File: src/rtl/xss_regs.vh
// Constants for the extended state save unit
`ifndef XSS_REGS_VH
`define XSS_REGS_VH
// ----------------------------------------
// Register map (bus word byte addresses)
// ----------------------------------------
`define XSS_CTRL_OFS 8'h00
`define XSS_STATUS_OFS 8'h04
`define XSS_XCR_LO_OFS 8'h08
`define XSS_XCR_HI_OFS 8'h0C
`define XSS_MASK_LO_OFS 8'h10
`define XSS_MASK_HI_OFS 8'h14
`define XSS_AREA_LO_OFS 8'h18
`define XSS_AREA_HI_OFS 8'h1C
`define XSS_INUSE_LO_OFS 8'h20
`define XSS_INUSE_HI_OFS 8'h24
`define XSS_MOD_LO_OFS 8'h28
`define XSS_MOD_HI_OFS 8'h2C
`define XSS_SIMD_OFS 8'h30
`define XSS_RINFO_CTL_OFS 8'h34
`define XSS_RINFO_ADR_LO_OFS 8'h38
`define XSS_RINFO_ADR_HI_OFS 8'h3C
`define XSS_RINFO_CMP_LO_OFS 8'h40
`define XSS_RINFO_CMP_HI_OFS 8'h44
`define XSS_HDR_LO_OFS 8'h48
`define XSS_HDR_HI_OFS 8'h4C
`define XSS_CMP_LO_OFS 8'h50
`define XSS_CMP_HI_OFS 8'h54
`define XSS_SAVED_LO_OFS 8'h58
`define XSS_SAVED_HI_OFS 8'h5C
`define XSS_READ_ZERO 32'h00000000
// ----------------------------------------
// Control register fields
// ----------------------------------------
`define XSS_CTRL_START 0
`define XSS_CTRL_COMPACT 1
`define XSS_CTRL_OSEN 2
`define XSS_CTRL_CR0 4
`define XSS_CTRL_TS 3
`define XSS_CTRL_AM 8
`define XSS_CTRL_AC 9
`define XSS_CTRL_NONROOT 10
`define XSS_CTRL_CPL 12
// Status fields
`define XSS_ST_BUSY 0
`define XSS_ST_DONE 1
`define XSS_ST_UD 2
`define XSS_ST_NM 3
`define XSS_ST_GP 4
`define XSS_ST_AC 5
`define XSS_ST_MODOPT 6
`define XSS_ST_SIMD 7
// Restore record control fields
`define XSS_RI_CPL 0
`define XSS_RI_NONROOT 2
// ----------------------------------------
// Values
// ----------------------------------------
`define XSS_SIMD_INIT 32'h00001F80
`define XSS_ALIGN_BITS 6
`define XSS_CPL_USER 2'h3
`define XSS_CMP_FLAG 63
`define XSS_HDR_RD_CYCLES 4'h2
`define XSS_CTRL_RST 32'h00000000
`endif

File: src/rtl/xss_save_unit.v
// Extended state save unit: fault checks, header bitmaps and store selection
//
// Design decisions made here: the Avalon-MM interface to the registers and the address map.
`timescale 1ns/100ps
`include "xss_regs.vh"
module xss_save_unit #(
    parameter AW = 8
) (
    // Clock and reset
    input wire sys_clk,
    input wire srst,
    // Avalon-MM slave
    input wire [AW-1:0] avs_address,
    input wire avs_read,
    input wire avs_write,
    input wire [31:0] avs_writedata,
    output reg [31:0] avs_readdata,
    output reg avs_waitrequest,
    // Save area header port
    output reg hdr_rd,
    output reg hdr_wr_state,
    output reg hdr_wr_comp,
    output reg [63:0] hdr_wr_state_data,
    output reg [63:0] hdr_wr_comp_data,
    input wire [63:0] hdr_rd_data,
    // Component store strobes
    output reg comp_store,
    output reg [63:0] comp_store_mask,
    output reg compacted_layout,
    output reg simd_store
);
    // ----------------------------------------
    // States
    // ----------------------------------------
    localparam ST_IDLE = 5'h01;
    localparam ST_CHECK = 5'h02;
    localparam ST_RDHDR = 5'h04;
    localparam ST_WRITE = 5'h08;
    localparam ST_DONE = 5'h10;

    // ----------------------------------------
    // Software registers
    // ----------------------------------------
    reg [31:0] ctrl;
    reg [63:0] ext_feature_ctrl;
    reg [63:0] instr_mask;
    reg [63:0] area_addr;
    reg [63:0] in_use_tracker;
    reg [63:0] modified_tracker;
    reg [31:0] simd_control_status;
    reg [31:0] rinfo_ctl;
    reg [63:0] rinfo_addr;
    reg [63:0] rinfo_comp;
    reg [7:0] status;
    reg [4:0] state;
    reg [3:0] wait_cnt;
    reg [63:0] requested_feature_bitmap;
    // Bitmaps are formed combinationally and land straight in the port copies
    reg mod_opt;
    reg start_pend;
    wire [63:0] hdr_q;
    wire [63:0] cmp_q;
    wire [63:0] saved_q;

    // Decoded controls
    wire compact = ctrl[`XSS_CTRL_COMPACT];
    wire [1:0] current_privilege_level = ctrl[`XSS_CTRL_CPL+1:`XSS_CTRL_CPL];
    wire simd_not_init = (simd_control_status != `XSS_SIMD_INIT);
    wire misaligned = |area_addr[`XSS_ALIGN_BITS-1:0];
    wire ac_sel = ctrl[`XSS_CTRL_AM] & ctrl[`XSS_CTRL_AC] & (current_privilege_level == `XSS_CPL_USER);
    wire [63:0] next_requested_feature_bitmap = ext_feature_ctrl & instr_mask;

    // ----------------------------------------
    // Header and result capture registers
    // ----------------------------------------
    xss_hdr_reg #(.WIDTH(64)) u_hdr (
        .sys_clk(sys_clk),
        .srst(srst),
        .load(hdr_wr_state),
        .load_data(hdr_wr_state_data),
        .q(hdr_q)
    );
    xss_hdr_reg #(.WIDTH(64)) u_cmp (
        .sys_clk(sys_clk),
        .srst(srst),
        .load(hdr_wr_comp),
        .load_data(hdr_wr_comp_data),
        .q(cmp_q)
    );
    xss_hdr_reg #(.WIDTH(64)) u_saved (
        .sys_clk(sys_clk),
        .srst(srst),
        .load(comp_store),
        .load_data(comp_store_mask),
        .q(saved_q)
    );

    // Modified optimization qualification against the restore record
    wire rec_match = (rinfo_ctl[`XSS_RI_CPL+1:`XSS_RI_CPL] == current_privilege_level) &&
        (rinfo_ctl[`XSS_RI_NONROOT] == ctrl[`XSS_CTRL_NONROOT]) &&
        (rinfo_addr == area_addr) &&
        (rinfo_comp == 64'h0000000000000000);

    // ----------------------------------------
    // Bitmap formation
    // ----------------------------------------
    reg [63:0] next_state_bm;
    reg [63:0] next_saved_bm;
    reg next_simd_req;
    always @* begin
        next_state_bm = 64'h0000000000000000;
        next_saved_bm = 64'h0000000000000000;
        next_simd_req = 1'b0;
        if (compact) begin
            // Unrequested bits written as 0, requested from in-use
            next_state_bm = requested_feature_bitmap & in_use_tracker;
            if (requested_feature_bitmap[1] && simd_not_init) begin
                next_state_bm[1] = 1'b1;
            end
            // Store set equals the written header bitmap
            next_saved_bm = next_state_bm;
            next_simd_req = requested_feature_bitmap[1];
        end else begin
            // Keep unrequested bits read from memory
            next_state_bm = (hdr_rd_data & ~requested_feature_bitmap) | (requested_feature_bitmap & in_use_tracker);
            next_saved_bm = requested_feature_bitmap & in_use_tracker;
            if (mod_opt) begin
                next_saved_bm = next_saved_bm & modified_tracker;
            end
            next_simd_req = requested_feature_bitmap[1] | requested_feature_bitmap[2];
        end
    end

    // ----------------------------------------
    // Save sequencer
    // ----------------------------------------
    always @(posedge sys_clk) begin
        if (srst) begin
            state <= ST_IDLE;
            status <= 8'h00;
            requested_feature_bitmap <= 64'h0000000000000000;
            mod_opt <= 1'b0;
            wait_cnt <= 4'h0;
            hdr_rd <= 1'b0;
            hdr_wr_state <= 1'b0;
            hdr_wr_comp <= 1'b0;
            hdr_wr_state_data <= 64'h0000000000000000;
            hdr_wr_comp_data <= 64'h0000000000000000;
            comp_store <= 1'b0;
            comp_store_mask <= 64'h0000000000000000;
            compacted_layout <= 1'b0;
            simd_store <= 1'b0;
        end else begin
            hdr_wr_state <= 1'b0;
            hdr_wr_comp <= 1'b0;
            comp_store <= 1'b0;
            simd_store <= 1'b0;
            hdr_rd <= 1'b0;
            case (state)
                ST_IDLE: begin
                    if (start_pend) begin
                        status <= 8'h01;
                        requested_feature_bitmap <= next_requested_feature_bitmap;
                        state <= ST_CHECK;
                    end
                end
                ST_CHECK: begin
                    // Faults resolved before any header or component write
                    if (!ctrl[`XSS_CTRL_OSEN]) begin
                        status <= 8'h06;
                        state <= ST_IDLE;
                    end else if (ctrl[`XSS_CTRL_CR0+`XSS_CTRL_TS]) begin
                        status <= 8'h0A;
                        state <= ST_IDLE;
                    end else if (misaligned) begin
                        status <= ac_sel ? 8'h22 : 8'h12;
                        state <= ST_IDLE;
                    end else begin
                        mod_opt <= ~compact & rec_match;
                        wait_cnt <= `XSS_HDR_RD_CYCLES;
                        hdr_rd <= ~compact;
                        state <= compact ? ST_WRITE : ST_RDHDR;
                    end
                end
                ST_RDHDR: begin
                    // Give the memory side time to return header data
                    if (wait_cnt == 4'h1) begin
                        state <= ST_WRITE;
                    end else begin
                        wait_cnt <= wait_cnt - 4'h1;
                    end
                end
                ST_WRITE: begin
                    hdr_wr_state <= 1'b1;
                    hdr_wr_state_data <= next_state_bm;
                    hdr_wr_comp <= compact;
                    hdr_wr_comp_data <= {1'b1, requested_feature_bitmap[62:0]};
                    comp_store <= 1'b1;
                    comp_store_mask <= next_saved_bm;
                    compacted_layout <= compact;
                    simd_store <= next_simd_req;
                    status[`XSS_ST_MODOPT] <= mod_opt;
                    status[`XSS_ST_SIMD] <= next_simd_req;
                    state <= ST_DONE;
                end
                ST_DONE: begin
                    status[`XSS_ST_BUSY] <= 1'b0;
                    status[`XSS_ST_DONE] <= 1'b1;
                    state <= ST_IDLE;
                end
                default: begin
                    state <= ST_IDLE;
                end
            endcase
        end
    end

    // ----------------------------------------
    // Avalon-MM slave: one wait cycle, then answer
    // ----------------------------------------
    wire req = avs_read | avs_write;
    wire accept = req & avs_waitrequest & ~srst;
    reg [31:0] rd_mux;
    always @* begin
        case (avs_address)
            `XSS_CTRL_OFS: rd_mux = ctrl;
            `XSS_STATUS_OFS: rd_mux = {24'h000000, status};
            `XSS_XCR_LO_OFS: rd_mux = ext_feature_ctrl[31:0];
            `XSS_XCR_HI_OFS: rd_mux = ext_feature_ctrl[63:32];
            `XSS_MASK_LO_OFS: rd_mux = instr_mask[31:0];
            `XSS_MASK_HI_OFS: rd_mux = instr_mask[63:32];
            `XSS_AREA_LO_OFS: rd_mux = area_addr[31:0];
            `XSS_AREA_HI_OFS: rd_mux = area_addr[63:32];
            `XSS_INUSE_LO_OFS: rd_mux = in_use_tracker[31:0];
            `XSS_INUSE_HI_OFS: rd_mux = in_use_tracker[63:32];
            `XSS_MOD_LO_OFS: rd_mux = modified_tracker[31:0];
            `XSS_MOD_HI_OFS: rd_mux = modified_tracker[63:32];
            `XSS_SIMD_OFS: rd_mux = simd_control_status;
            `XSS_RINFO_CTL_OFS: rd_mux = rinfo_ctl;
            `XSS_RINFO_ADR_LO_OFS: rd_mux = rinfo_addr[31:0];
            `XSS_RINFO_ADR_HI_OFS: rd_mux = rinfo_addr[63:32];
            `XSS_RINFO_CMP_LO_OFS: rd_mux = rinfo_comp[31:0];
            `XSS_RINFO_CMP_HI_OFS: rd_mux = rinfo_comp[63:32];
            `XSS_HDR_LO_OFS: rd_mux = hdr_q[31:0];
            `XSS_HDR_HI_OFS: rd_mux = hdr_q[63:32];
            `XSS_CMP_LO_OFS: rd_mux = cmp_q[31:0];
            `XSS_CMP_HI_OFS: rd_mux = cmp_q[63:32];
            `XSS_SAVED_LO_OFS: rd_mux = saved_q[31:0];
            `XSS_SAVED_HI_OFS: rd_mux = saved_q[63:32];
            default: rd_mux = `XSS_READ_ZERO;
        endcase
    end

    // Waitrequest drops for one cycle after each request is seen
    always @(posedge sys_clk) begin
        if (srst) begin
            avs_waitrequest <= 1'b1;
            avs_readdata <= `XSS_READ_ZERO;
        end else begin
            avs_waitrequest <= ~accept;
            if (accept && avs_read) begin
                avs_readdata <= rd_mux;
            end
        end
    end

    // Register writes take effect at the answering edge
    wire wr_take = avs_write & ~avs_waitrequest;
    always @(posedge sys_clk) begin
        if (srst) begin
            ctrl <= `XSS_CTRL_RST;
            ext_feature_ctrl <= 64'h0000000000000000;
            instr_mask <= 64'h0000000000000000;
            area_addr <= 64'h0000000000000000;
            in_use_tracker <= 64'h0000000000000000;
            modified_tracker <= 64'h0000000000000000;
            simd_control_status <= `XSS_SIMD_INIT;
            rinfo_ctl <= 32'h00000000;
            rinfo_addr <= 64'h0000000000000000;
            rinfo_comp <= 64'h0000000000000000;
            start_pend <= 1'b0;
        end else begin
            // Start request written in ST_IDLE held until the sequencer takes it; one written while busy is dropped
            if (state == ST_IDLE) begin
                start_pend <= 1'b0;
            end
            if (wr_take) begin
                case (avs_address)
                    `XSS_CTRL_OFS: begin
                        ctrl <= avs_writedata & 32'hFFFFFFFE;
                        if (avs_writedata[`XSS_CTRL_START] && state == ST_IDLE) begin
                            start_pend <= 1'b1;
                        end
                    end
                    `XSS_XCR_LO_OFS: ext_feature_ctrl[31:0] <= avs_writedata;
                    `XSS_XCR_HI_OFS: ext_feature_ctrl[63:32] <= avs_writedata;
                    `XSS_MASK_LO_OFS: instr_mask[31:0] <= avs_writedata;
                    `XSS_MASK_HI_OFS: instr_mask[63:32] <= avs_writedata;
                    `XSS_AREA_LO_OFS: area_addr[31:0] <= avs_writedata;
                    `XSS_AREA_HI_OFS: area_addr[63:32] <= avs_writedata;
                    `XSS_INUSE_LO_OFS: in_use_tracker[31:0] <= avs_writedata;
                    `XSS_INUSE_HI_OFS: in_use_tracker[63:32] <= avs_writedata;
                    `XSS_MOD_LO_OFS: modified_tracker[31:0] <= avs_writedata;
                    `XSS_MOD_HI_OFS: modified_tracker[63:32] <= avs_writedata;
                    `XSS_SIMD_OFS: simd_control_status <= avs_writedata;
                    `XSS_RINFO_CTL_OFS: rinfo_ctl <= avs_writedata;
                    `XSS_RINFO_ADR_LO_OFS: rinfo_addr[31:0] <= avs_writedata;
                    `XSS_RINFO_ADR_HI_OFS: rinfo_addr[63:32] <= avs_writedata;
                    `XSS_RINFO_CMP_LO_OFS: rinfo_comp[31:0] <= avs_writedata;
                    `XSS_RINFO_CMP_HI_OFS: rinfo_comp[63:32] <= avs_writedata;
                    default: begin
                    end
                endcase
            end
        end
    end
endmodule // xss_save_unit

File: src/rtl/xss_hdr_reg.v
// Header bitmap holding register with bus-readable halves
`timescale 1ns/100ps
module xss_hdr_reg #(
    parameter WIDTH = 64
) (
    // Clock and reset
    input wire sys_clk,
    input wire srst,
    // Load port
    input wire load,
    input wire [WIDTH-1:0] load_data,
    // Stored value
    output reg [WIDTH-1:0] q
);
    // Holds the value until the next load
    always @(posedge sys_clk) begin
        if (srst) begin
            q <= {WIDTH{1'b0}};
        end else if (load) begin
            q <= load_data;
        end
    end
endmodule // xss_hdr_reg

File: config.mk
export PLATFORM = sky130hd
export DESIGN_NAME = xss_save_unit
export DESIGN_NICKNAME = d
export VERILOG_FILES = /design/src/rtl/xss_save_unit.v /design/src/rtl/xss_hdr_reg.v
export VERILOG_INCLUDE_DIRS = /design/src /design/src/rtl
export SDC_FILE = /design/constraint.sdc
export NUM_CORES = 2
export LEC_CHECK = 0
export BUFFER_PORTS_ARGS = -buffer_cell sky130_fd_sc_hd__buf_2
export CORE_MARGIN = 4
export CORE_UTILIZATION = 46
export DETAILED_ROUTE_END_ITERATION = 10
export PLACE_DENSITY_LB_ADDON = 0.3
export SETUP_SLACK_MARGIN = 0.4
export SLEW_MARGIN = 20
export SYNTH_ARGS = -nofsm -noshare
export SYNTH_HDL_FRONTEND = slang
export SYNTH_SLANG_ARGS = --single-unit
export TNS_END_PERCENT = 30
File: constraint.sdc
create_clock -name sys_clk -period 2.1 [get_ports sys_clk]
set_input_delay 0.105 -clock sys_clk [delete_from_list [all_inputs] [get_ports sys_clk]]
set_output_delay 0.105 -clock sys_clk [all_outputs]
set_load 0.05 [all_outputs]
==> out/qor.txt <==
Worst clock skew - 0.0376 ns
RSZ-0062 raised after global routing - true
Layout area overhead - 35.2%
1st-iter DRT viols - 8,032
Status - finished with violations
CP max FO - 3
Worst setup EP type - register
Synthesized area - 44,900 um^2
CTS tree - yes
Critical Path RT - 2.72 ns
Final Max Tran Viols - 0
Worst Setup SP - rinfo_comp[31]$_SDFFE_PP0P_
Register area share after synthesis - 0.467
Critical Path AT - 2.71 ns
Total routed wirelength - 266,000 um
Reg2reg setup slack - 0.007 ns
Synth cell types - 85
DP HPWL - 191,000 um
Routed wire per std cell - 34.5 um
Pre-Repair DR Iteration Count - 6
Main flop type after synthesis - dfxtp_1
Residual DRC count - 0
Worst skew pair latency - 0.74 ns
Syn_nets - 5,647
Fmax - 0.478 GHz
Max Root-Sink Buffers - 3
Reg2Reg Launch Point - rinfo_comp[31]$_SDFFE_PP0P_
Setup crit start kind - register
Mean post-synth cell area - 8.11 um^2
Share of cells above drive strength 1 - 0.251
Fin Setup TNS - 0 ns
Vias in the first global route - 45,200
Largest net degree at the start of global routing - 217
EDFF count, synth - 0
Initial antenna violation count - 20
Synth Register Bits - 1,048
Gr usage total - 0.488
Tmin final - 2.09 ns
Post-route ant nets - 0
Worst reg-to-reg path cell count - 7
R2r endpoint - mod_opt$_SDFFE_PP0P_
Post-synth top area cell - dfxtp_1
Max_cap viols - 0
Full die area - 103,000 um^2
Initial cell density of the core - 0.464
Final hold violation count - 48
Slew @ Worst Pin - 1.11 ns
Hold Slack - -0.102 ns
Hold WC Path Type - in -> reg
Worst slew margin - 0.257
Cts bufs inserted - 111
Io pins - 339
Clk sinks - 1,048
Synth area leaders - dfxtp_1 47%, nand2_1 12%, a21oi_1 9.0%, mux2i_1 6.4%, nor2_1 3.6%
Clk slew on worst S/H paths - 0.06 ns
Die Y - 320 um
GP Congestion - 1.11
Yosys warning count - 0
Gate Count Post-Synth - 5,537
CTS Hold Bufs - 97
Layout net count - 6,450
Failing checks - negative hold slack
Kind of critical path - reg -> reg
# setup viols final - 0
Synth top area share - 0.467
PortBufs - 338
Vias/cell - 6.45
Worst Setup EP - mod_opt$_SDFFE_PP0P_
H-tree Lvls - 3
Pwr dens - 705 nW/um^2
Overflow left after global routing - 0
DR vias - 49,700
Root Driver - clkbuf_16
Total power - 42.8 mW
Post-route clock period utilization - 0.997
Commonest non-fill, non-tap cells in the layout - 1,400 x nand2_1, 1,035 x dfxtp_1, 763 x a21oi_1
Max VDD drop - 0.796 mV
Cell Rows - 114
Global-route wire length before repair - 356,000 um
FFs w/ async S/R, synth - 0
Final core occ - 0.628
Core area - 96,700 um^2
Commonest non-fill, non-tap cell in the layout - nand2_1
Leakage - 22.0 nW
Die width - 320 um
final cells by class:
type / instances / area (um^2)
Fill cell: 8345 / 36000
Multi-Input combinational cell: 3978 / 23300
Sequential cell: 1048 / 21000
Timing Repair Buffer: 1189 / 11000
Clock buffer: 159 / 3190
Tap cell: 1276 / 1600
Clock inverter: 39 / 536
Inverter: 12 / 45.0
Antenna cell: 10 / 25.0
metal layers:
layer  track usage  wire length, um  up-vias
met5             0               70        -
met4         0.304            21700       10
met3         0.128            33800      862
met2         0.720           110000     3807
met1         0.638           100000    24200
li1              -                -    20900
critical path: stages, from the launching register on:
cell,delay (ns)
dfxtp_1,0.39
nor4_2,0.46
buf_4,0.21
nand4_1,0.15
nor2_1,0.33
nand4_1,0.18
buf_6,0.17
o32ai_1,0.10
how the worst min path moves through the flow:
stage / start / to / slack (ns) / depth (start not counted)
detailed placement: avs_read / avs_waitrequest$_SDFF_PP1_ / 0.32 / 2
global route: srst / simd_control_status[2]$_SDFFE_PP0P_ / -0.11 / 3
global placement: avs_read / avs_waitrequest$_SDFF_PP1_ / 0.29 / 2
floorplan: avs_read / avs_waitrequest$_SDFF_PP1_ / 0.19 / 1
finish: srst / rinfo_comp[42]$_SDFFE_PP0P_ / -0.10 / 3
CTS: srst / rinfo_comp[39]$_SDFFE_PP0P_ / -0.13 / 3
stage by stage:
stage	std cells	setup slack, ns	instance area (um^2)	hold slack (ns)
floorplan	5537	0.253	45600	0.194
global placement	7299	-0.287	52700	0.291
detailed placement	7299	-0.263	52700	0.321
CTS	7671	0.0953	59600	-0.128
global route	7701	-0.00475	60700	-0.109
finish	7711	0.00708	60700	-0.102
synthesized netlist by cell type (22+ instances only):
| cell type | n |
|---|---|
| nor3_1 | 107 |
| a221oi_1 | 89 |
| buf_1 | 23 |
| xor2_1 | 22 |
| dfxtp_1 | 1048 |
| buf_4 | 22 |
| nand2_1 | 1450 |
| buf_2 | 117 |
| nor4_1 | 36 |
| a22oi_1 | 129 |
| a21oi_1 | 811 |
| nand4_1 | 24 |
| mux2i_1 | 289 |
| o2111ai_1 | 68 |
| clkbuf_1 | 324 |
| a22o_1 | 33 |
| nor2_1 | 430 |
| nand3_1 | 91 |
| o22ai_1 | 38 |
| o21ai_0 | 46 |
| mux2_2 | 44 |
| xnor2_1 | 41 |
power by group:
group | leakage, nW | total (mW) | internal (mW) | switching (mW)
Combinational | 11.7 | 2.43 | 0.769 | 1.66
Sequential | 8.44 | 19.9 | 19.9 | 0.00779
Clock | 1.83 | 20.5 | 11.8 | 8.74
Total | 22.0 | 42.8 | 32.4 | 10.4
repair_timing:
action | 4_1_cts | 5_1_grt
cloned | 26 | 13
pin swaps | 84 | 50
endpoints found under the hold margin | 598 | 51
gates resized for setup | 214 | 138
endpoints found under the setup margin | 785 | 836
buffers inserted | 51 | 17
logic make-up after synthesis:
kind of cell | count (synthesis) | share of synthesized area
buf+inv | 511 | 0.0500
xor+xnor | 63 | 0.0123
compound gates | 1342 | 0.184
fa+ha+maj | 2 | 0.000557
simple gates | 2230 | 0.206
flops | 1048 | 0.467
mux | 341 | 0.0795
Power figures use the tool's default switching activity.
